--- config.mk ---
export PLATFORM = sky130hd
export DESIGN_NAME = pin_output_mux
export DESIGN_NICKNAME = d
export VERILOG_FILES = /design/src/hdl/pin_output_mux.v
export VERILOG_INCLUDE_DIRS = /design/src /design/src/common
export SDC_FILE = /design/constraint.sdc
export NUM_CORES = 1
export LEC_CHECK = 0
export ABC_CLOCK_PERIOD_IN_PS = 1600
export BUFFER_PORTS_ARGS = -buffer_cell sky130_fd_sc_hd__buf_4
export CAP_MARGIN = 25
export CELL_PAD_IN_SITES_DETAIL_PLACEMENT = 0
export CELL_PAD_IN_SITES_GLOBAL_PLACEMENT = 2
export CORE_AREA = 2 2 98 100
export CTS_CLUSTER_DIAMETER = 150
export DETAILED_ROUTE_END_ITERATION = 12
export DIE_AREA = 0 0 100 102
export GPL_TIMING_DRIVEN = 0
export PLACE_DENSITY_LB_ADDON = 0.2
export SLEW_MARGIN = 20
export SYNTH_ARGS = -nofsm -noshare
export SYNTH_HDL_FRONTEND = slang
export SYNTH_SLANG_ARGS = --single-unit
--- constraint.sdc ---
create_clock -name CLK -period 1.6 [get_ports CLK]
set_input_delay 0.16 -clock CLK [delete_from_list [all_inputs] [get_ports CLK]]
set_output_delay 0.16 -clock CLK [all_outputs]
set_load 0.01 [all_outputs]
--- src/common/pin_mux_regs.vh ---
// Purpose: register offsets, field positions and reset values of the pin output mux
// Assumes: 8-bit registers on a plain strobe port
// Notes: byte offsets as printed
`ifndef PIN_MUX_REGS_VH
`define PIN_MUX_REGS_VH
`define PIN1_CTRL_ADDR 8'h11
`define PIN2_CTRL_ADDR 8'h12
`define CTRL_RESET 8'h00
`define SEC_MSB 7
`define SEC_LSB 5
`define SRC_MSB 4
`define SRC_LSB 2
`define VAL_BIT 1
`define EN_BIT 0
`define SRC_PORT0 3'h0
`define SRC_PORT1 3'h1
`define SRC_STATUS 3'h4
`define SEC_LOCK 3'h4
`define SEC_PASS 3'h5
`define SEC_LOCAL 3'h0
`define SEC_ANY_LOCK 3'h1
`define SEC_ALL_LOCK 3'h2
`define SEC_ALL_PASS 3'h3
`define SEC_FSYNC 3'h4
`endif

--- src/hdl/pin_output_mux.v ---
// Purpose: output-source multiplexer and control registers for two general-purpose pins
// Assumes: lock, pass and forwarded pin inputs come from other clock domains or pins
// Notes:
// Notes on behaviour
// RULE1: pin 2 source code 000 port 0, 001 port 1, 100 device status.
// RULE2: port source, secondary 000..011 gives forwarded remote pin 0..3.
// RULE3: port source, secondary 100 gives lock flag, 101 pass flag.
// RULE4: status source, secondary 000 gives pin 2 local value.
// RULE5: status 001 OR of locks, 010 AND of locks, 011 AND of passes.
// RULE6: status source, secondary 100 gives the frame-sync signal.
// RULE7: local value bit 1 sets level for register-controlled output.
// RULE8: enable bit 0 turns the pin 2 driver off at 0, on at 1.
// RULE9: pin 1 source codes match pin 2.
// RULE10: pin 1 local value bit 1 sets its register-controlled level.
// RULE11: pin 1 enable bit 0 turns its driver off or on.
// RULE12: pin 1 secondary select bits 7:5 decode as pin 2.
// RULE13: reserved source or secondary codes drive constant low.
// RULE14: both control registers reset to zero, outputs disabled.
//
// Implementation choice: the plain strobed port.
`timescale 1ns/10ps
`include "pin_mux_regs.vh"
module pin_output_mux (
    input wire CLK,
    input wire RST_N,
    input wire [7:0] ADDR,
    input wire [7:0] WDATA,
    input wire WR,
    input wire RD,
    output reg [7:0] RDATA,
    input wire [1:0] PORT_ENABLE,
    input wire [1:0] PORT_LOCK,
    input wire [1:0] PORT_PASS,
    input wire [3:0] PORT0_REMOTE_PIN,
    input wire [3:0] PORT1_REMOTE_PIN,
    input wire FRAME_SYNC_SIGNAL,
    output reg PIN1_OUT,
    output reg PIN1_OE_N,
    output reg PIN2_OUT,
    output reg PIN2_OE_N
);
    reg [7:0] pin1_ctrl_q;
    reg [7:0] pin2_ctrl_q;
    reg [14:0] sync1_q;
    reg [14:0] sync2_q;
    reg pin1_d;
    reg pin2_d;
    wire [1:0] en_w;
    wire [1:0] lock_w;
    wire [1:0] pass_w;
    wire [3:0] rp0_w;
    wire [3:0] rp1_w;
    wire fsync_w;
    wire any_lock_w;
    wire all_lock_w;
    wire all_pass_w;

    // two-stage synchronisers; only the second stage feeds the mux
    always @(posedge CLK or negedge RST_N) begin
        if (!RST_N) begin
            sync1_q <= 15'h0000;
            sync2_q <= 15'h0000;
        end else begin
            sync1_q <= {PORT_ENABLE, PORT_LOCK, PORT_PASS, PORT0_REMOTE_PIN,
                        PORT1_REMOTE_PIN, FRAME_SYNC_SIGNAL};
            sync2_q <= sync1_q;
        end
    end
    assign en_w = sync2_q[14:13];
    assign lock_w = sync2_q[12:11];
    assign pass_w = sync2_q[10:9];
    assign rp0_w = sync2_q[8:5];
    assign rp1_w = sync2_q[4:1];
    assign fsync_w = sync2_q[0];

    // combined conditions over enabled ports; with none enabled the ANDs read low
    // RULE5: combined lock/pass
    assign any_lock_w = |(lock_w & en_w);
    assign all_lock_w = (|en_w) & (&(lock_w | ~en_w));
    assign all_pass_w = (|en_w) & (&(pass_w | ~en_w));

    // register writes
    // RULE14: reset to zero
    always @(posedge CLK or negedge RST_N) begin
        if (!RST_N) begin
            pin1_ctrl_q <= `CTRL_RESET;
            pin2_ctrl_q <= `CTRL_RESET;
        end else if (WR) begin
            if (ADDR == `PIN1_CTRL_ADDR) begin
                pin1_ctrl_q <= WDATA;
            end
            if (ADDR == `PIN2_CTRL_ADDR) begin
                pin2_ctrl_q <= WDATA;
            end
        end
    end

    // read data one cycle after the strobe, zero otherwise and for unmapped addresses
    always @(posedge CLK or negedge RST_N) begin
        if (!RST_N) begin
            RDATA <= 8'h00;
        end else if (RD && ADDR == `PIN1_CTRL_ADDR) begin
            RDATA <= pin1_ctrl_q;
        end else if (RD && ADDR == `PIN2_CTRL_ADDR) begin
            RDATA <= pin2_ctrl_q;
        end else begin
            RDATA <= 8'h00;
        end
    end

    // one selector shared by both pins, since the encodings are identical
    function sel_level;
        input [7:0] ctrl;
        input [3:0] r0;
        input [3:0] r1;
        input [1:0] lk;
        input [1:0] ps;
        input any_l;
        input all_l;
        input all_p;
        input fs;
        reg [2:0] src;
        reg [2:0] sec;
        reg [3:0] rp;
        reg idx;
        begin
            src = ctrl[`SRC_MSB:`SRC_LSB];
            sec = ctrl[`SEC_MSB:`SEC_LSB];
            idx = src[0];
            rp = idx ? r1 : r0;
            sel_level = 1'b0;
            // RULE1: source decode
            // RULE9: pin 1 source
            if (src == `SRC_PORT0 || src == `SRC_PORT1) begin
                // RULE2: forwarded pins
                if (sec[2] == 1'b0) begin
                    sel_level = rp[sec[1:0]];
                // RULE3: lock and pass
                end else if (sec == `SEC_LOCK) begin
                    sel_level = lk[idx];
                end else if (sec == `SEC_PASS) begin
                    sel_level = ps[idx];
                end
            end else if (src == `SRC_STATUS) begin
                case (sec)
                    // RULE4: local value
                    // RULE7: register level
                    // RULE10: pin 1 level
                    `SEC_LOCAL: sel_level = ctrl[`VAL_BIT];
                    `SEC_ANY_LOCK: sel_level = any_l;
                    `SEC_ALL_LOCK: sel_level = all_l;
                    `SEC_ALL_PASS: sel_level = all_p;
                    // RULE6: frame sync
                    `SEC_FSYNC: sel_level = fs;
                    // RULE13: reserved low
                    default: sel_level = 1'b0;
                endcase
            end
        end
    endfunction

    // RULE12: pin 1 secondary
    always @* begin
        pin1_d = sel_level(pin1_ctrl_q, rp0_w, rp1_w, lock_w, pass_w,
                           any_lock_w, all_lock_w, all_pass_w, fsync_w);
        pin2_d = sel_level(pin2_ctrl_q, rp0_w, rp1_w, lock_w, pass_w,
                           any_lock_w, all_lock_w, all_pass_w, fsync_w);
    end

    // registered pin drive; enable low means driving
    // RULE8: pin 2 driver
    // RULE11: pin 1 driver
    always @(posedge CLK or negedge RST_N) begin
        if (!RST_N) begin
            PIN1_OUT <= 1'b0;
            PIN2_OUT <= 1'b0;
            PIN1_OE_N <= 1'b1;
            PIN2_OE_N <= 1'b1;
        end else begin
            PIN1_OUT <= pin1_d;
            PIN2_OUT <= pin2_d;
            PIN1_OE_N <= ~pin1_ctrl_q[`EN_BIT];
            PIN2_OE_N <= ~pin2_ctrl_q[`EN_BIT];
        end
    end
endmodule

==> results.yml, run 1 <==
finish:
  nNetsFinal: 250
  final_util: 0.342
  final_common_cell: "dfrtp_1"
  diodes: 0
  fillers: 915
  syn2layout_area_growth_pct: 39.9
  final_cell_mix: "dfrtp_1 (56), buf_4 (50), dlygate4sd3_1 (16), mux2_2 (12), a22o_1 (11)"
  drive_gt1_frac: 0.468
yosys:
  synth_xor_xnor_area_share: 0
  yosys.area_share.simple: 0.0838
  synth_fa_ha_area_frac: 0
  synth_top_family_by_area: "multiplexers"
  ys_seq_area_frac: 0.654
  ys_warn_count: 0
  ys_ff_latch: 58
  ys_types: 22
  synth_compound_area_frac: 0.0692
  synth_area_um2: 2220
  synth.area.mux_share: 0.175
  syn-num-nets: 173
  syn_inst: 138
  synth_area_per_cell_um2: 16.1
cts:
  cts_tree: "done"
  htree_levels: 3
  cts_sinks: 58
  cts_buffer_depth: 2
  path_clk_slew_ns: 0.07
  clkLatencyLatePin_ns: 0.33
  root_buffer: "clkbuf_8"
  cts_buffers: 9
placed_design:
  place_ws_ns: -0.0983
  place_hpwl_um: 3230
  gp_congestion: 0.762
  portBuffers: 46
drt:
  drc_errors: 0
  postRouteAntennaNets: 0
  wl_per_cell_um: 14.2
  drtPass1Iterations: 4
  via_per_inst: 4.25
  vias: 1406
  drtIter0Drc: 41
  drt-total-wl_um: 4700
worst_setup_path:
  cp-end-kind: "flop"
  crit_type: "flop to flop"
  worstPathRequired_ns: 1.81
  cp_max_fo: 5
  crit_arrival_ns: 1.89
  startpoint_type: "flop"
pwr:
  power_leakage_nw: 1.46
  p_seq_frac: 0.501
  vdd_drop_max_uv: 457
  swShare: 0.227
  switchingPower_w: 0.000719
  pwr-share-comb: 0.096
  clkPwrFrac: 0.402
  power.total_w: 0.00316
  power.density_nw_per_um2: 1020
  internal_power_w: 0.00244
timing:
  slew_headroom: 0.526
  fin_crit_sh: 1.05
  hold_slack_ns: 0.0707
  rsz0062_at_grt: "yes"
  worstMarginPinSlew_ns: 0.712
  fmax_mhz: 598
  finalClockSkew_ns: 0.00604
  setup_viol: 2
  period_needed_ns: 1.67
  final-max-slew-violation-count: 0
  fin_setup_tns_ns: -0.131
  setup_ws_ns: -0.0720
  hold_viol: 0
status:
  outcome: "finished with violations"
  violations: "setup timing"
global_route:
  grt_util_all_layers: 0.102
  grt_pass1_wl_um: 7880
  grt_pass1_vias: 1589
  grt.overflow.total: 0
  grt_max_degree: 59
  grt_antenna_before_repair: 0
floorplanning:
  die-width_um: 100
  dieArea_um2: 10200
  fp-row-count: 35
  top_level_ports: 47
  die_y_um: 102
  core_area_um2: 9110
  initial_core_util: 0.244
hold_path:
  hp-class: "input pin to flop"
flow_run:
  maxCapViolations: 0
-- stage by stage --
| stage | area, um2 | std cells |
|---|---|---|
| CTS | 3110 | 331 |
| floorplan | 2240 | 138 |
| detailed placement | 2720 | 295 |
| global route | 3110 | 331 |
| global placement | 2720 | 295 |
| finish | 3110 | 331 |
-- timing repair --
action | 4_1_cts | 5_1_grt
endpoints found under the setup margin | 2 | 2
resized for setup | 4 | 0
setup buffers | 4 | 0
hold endpoints to repair | 71 | 0
hold buffers | 16 | 0
-- critical path, cell delays in order (launching register included) --
cell	delay [ns]
dfrtp_1	0.34
buf_6	0.13
mux4_2	0.51
nor2b_4	0.14
a211o_1	0.23
a22o_1	0.21
-- state kept, by name, summed over array words and instances, names as in the netlist, 8 cells and up --
| register | cells |
|---|---|
| RDATA | 8 |
| pin1_ctrl_q | 8 |
| pin2_ctrl_q | 8 |
| sync1_q | 15 |
| sync2_q | 15 |
-- metal layers --
| layer | global-route usage | vias to the layer above | part of all wire |
|---|---|---|---|
| li1 | - | 652 | - |
| met1 | 0.124 | 696 | 0.45 |
| met2 | 0.163 | 49 | 0.46 |
| met3 | 0.0349 | 9 | 0.065 |
| met4 | 0.0506 | 0 | 0.017 |
| met5 | 0 | - | 0 |
-- final cells by class --
| type | instances | area, um2 | share of cell area |
|---|---|---|---|
| Buffer | 4 | 45.0 | 0.0145 |
| Clock buffer | 11 | 131 | 0.0422 |
| Clock inverter | 5 | 55.1 | 0.0177 |
| Inverter | 2 | 7.51 | 0.00241 |
| Multi-Input combinational cell | 74 | 746 | 0.240 |
| Sequential cell | 58 | 1450 | 0.467 |
| Tap cell | 111 | 139 | 0.0446 |
| Timing Repair Buffer | 66 | 536 | 0.172 |
-- final timing paths --
kind,slack (ns),cells after the start,to,startpoint
max reg2reg,-0.07,5,PIN2_OUT,pin2_ctrl_q[2]
max,-0.07,5,PIN2_OUT,pin2_ctrl_q[2]
min in group asynchronous,0.44,2,RDATA[1],RST_N
max in group asynchronous,0.70,2,sync2_q[4],RST_N
min reg2reg,0.35,0,sync2_q[5],sync1_q[5]
min,0.07,2,pin2_ctrl_q[4],WDATA[4]
-- logic make-up after synthesis --
kind of cell | count (synthesis)
buffers and inverters | 6
AOI/OAI and AO/OA | 19
and+or+nand+nor | 29
DFF | 58
muxes | 26
-- synthesized netlist by cell type --
master,number,area share
a211o_1,2,0.0079
a211oi_1,2,0.0067
a21oi_1,2,0.0045
a22o_1,11,0.043
a22oi_1,2,0.0067
buf_2,2,0.0045
buf_6,2,0.010
dfrtp_1,56,0.63
dfstp_2,2,0.024
inv_1,2,0.0034
mux2_2,12,0.061
mux2_4,8,0.054
mux4_2,6,0.061
nand2_1,4,0.0067
nand3_1,2,0.0045
nor2_1,5,0.0084
nor2b_1,9,0.025
nor3_1,2,0.0045
nor3b_2,2,0.011
nor4_4,1,0.0096
or2_2,2,0.0056
or3b_1,2,0.0079
-- power groups by stage --
| stage | Combinational, W | Clock (W) | Sequential [W] |
|---|---|---|---|
| 2_1_floorplan | 0.000120 | 0 | 0.00160 |
| 3_3_place_gp | 0.000262 | 0 | 0.00161 |
| 3_5_place_dp | 0.000266 | 0 | 0.00161 |
| 4_1_cts | 0.000311 | 0.00131 | 0.00159 |
| 5_1_grt | 0.000338 | 0.00138 | 0.00160 |
| 6_report | 0.000304 | 0.00127 | 0.00159 |
No activity file was read; power rests on OpenSTA's default activity.
==> inputs of run 2 (changes only) <==
Settings changed: PLACE_DENSITY set to 0.58, PLACE_DENSITY_LB_ADDON 0.2 to not set.
==> results.yml, run 2 (synthesis gave the netlist of run 1 again) <==
timing:
  fin_crit_sh: 1.04
  worstMarginPinSlew_ns: 0.696
  final-max-slew-violation-count: 0
  setup_viol: 2
  hold_viol: 0
  slew_headroom: 0.536
  finalClockSkew_ns: 0.00510
  rsz0062_at_grt: "yes"
  period_needed_ns: 1.67
  fmax_mhz: 600
  setup_ws_ns: -0.0660
cts:
  cts_sinks: 58
  cts_buffers: 9
  clkLatencyLatePin_ns: 0.32
  cts_buffer_depth: 2
  cts_tree: "done"
  path_clk_slew_ns: 0.06
  root_buffer: "clkbuf_8"
  htree_levels: 3
drt:
  highest_layer: "met4"
  drtIter0Drc: 43
  wl_met3_um: 317
  via_per_inst: 4.08
  vias: 1354
  wl_met1_um: 2160
  wl_met2_um: 2120
  drtPass1Iterations: 4
  drt-total-wl_um: 4640
  wl_per_cell_um: 14.0
  drc_errors: 0
  postRouteAntennaNets: 0
worst_setup_path:
  startpoint_type: "flop"
  cp-end-kind: "flop"
  cp_max_fo: 5
  worstPathRequired_ns: 1.81
  crit_arrival_ns: 1.87
  crit_type: "flop to flop"
placed_design:
  place_inst: 295
  gp_congestion: 0.706
  portBuffers: 46
  place_hpwl_um: 3100
global_route:
  grt.overflow.total: 0
  grt_util_all_layers: 0.102
  grt_pass1_wl_um: 7710
  grt_max_degree: 59
  grt_pass1_vias: 1513
  grt_antenna_before_repair: 0
pwr:
  power_leakage_nw: 1.47
  power.total_w: 0.00322
  power.density_nw_per_um2: 1030
  vdd_drop_max_uv: 596
finish:
  fillers: 876
  drive_gt1_frac: 0.462
  final_util: 0.342
  nNetsFinal: 251
  syn2layout_area_growth_pct: 40.2
  multi_input_area_um2: 731
  final_cell_mix: "dfrtp_1 (56), buf_4 (51), dlygate4sd3_1 (16), mux2_2 (12)"
  fin_cells: 332
  final_common_cell: "dfrtp_1"
  diodes: 0
  top_regs: "sync1_q (15), sync2_q (15)"
  regArea_um2: 1450
floorplanning:
  die-width_um: 100
  core_area_um2: 9110
  dieArea_um2: 10200
  top_level_ports: 47
  fp-row-count: 35
  die_y_um: 102
  initial_core_util: 0.244
flow_run:
  maxCapViolations: 0
status:
  violations: "setup timing"
  outcome: "finished with violations"
hold_path:
  hp-class: "input pin to flop"
-- run 2: changes by cell type in the layout (fill, tap and decap cells not counted), sizes merged --
cell	change
buf	+1
clkinvlp	-2
clkbuf	+2
-- run 2: through the flow --
| stage | instance area, um2 | hold slack, ns | setup WS (ns) | TNS (ns) |
|---|---|---|---|---|
| finish | 3120 | 0.0745 | -0.0660 | -0.124 |
| global route | 3120 | 0.0508 | -0.133 | -0.243 |
| CTS | 3120 | 0.0487 | -0.0636 | -0.126 |
| detailed placement | 2720 | 0.260 | -0.0985 | -1.13 |
| global placement | 2720 | 0.257 | -0.0872 | -1.04 |
| floorplan | 2240 | -0.136 | 0.0292 | 0 |
-- run 2: final cells by class --
class	instances	share of cell area
clock inverters	3	0.0128
plain buffers	4	0.0144
flip-flops and latches	58	0.466
multi-input cells	74	0.234
clock buffers	13	0.0510
well taps	111	0.0445
repair buffers	67	0.174
inverters	2	0.00241
-- run 2: final timing paths --
| check | slack [ns] | cells after the start | end | start |
|---|---|---|---|---|
| min in group asynchronous | 0.42 | 2 | RDATA[6] | RST_N |
| setup reg to reg | -0.07 | 5 | PIN2_OUT | pin2_ctrl_q[2] |
| setup / recovery | -0.07 | 5 | PIN2_OUT | pin2_ctrl_q[2] |
| hold / removal | 0.07 | 2 | pin1_ctrl_q[7] | WDATA[7] |
| hold reg to reg | 0.34 | 0 | sync2_q[10] | sync1_q[10] |
| max in group asynchronous | 0.71 | 2 | pin1_ctrl_q[5] | RST_N |
-- run 2: metal layers --
layer / global-route usage / vias to the layer above
li1: - / 658
met1: 0.126 / 641
met2: 0.164 / 51
met3: 0.0383 / 4
met4: 0.0411 / 0
met5: 0 / -
-- run 2: critical path: stages (launching register included) --
cell and delay (ns):
dfrtp_1 0.34, buf_6 0.13, mux4_2 0.48, nor2b_1 0.14
a211o_1 0.23, a22o_1 0.22
-- run 2: power by group --
group          internal (W)  switching [W]
registers           0.00154      0.0000479
clock network      0.000800       0.000535
logic              0.000190       0.000110
-- run 2: repair_timing --
item                                   in CTS  in global routing
setup buffers                               5                  0
endpoints found under the hold margin      71                  0
gates resized for setup                     0                  0
setup endpoints to repair                   2                  2
hold buffers                               16                  0
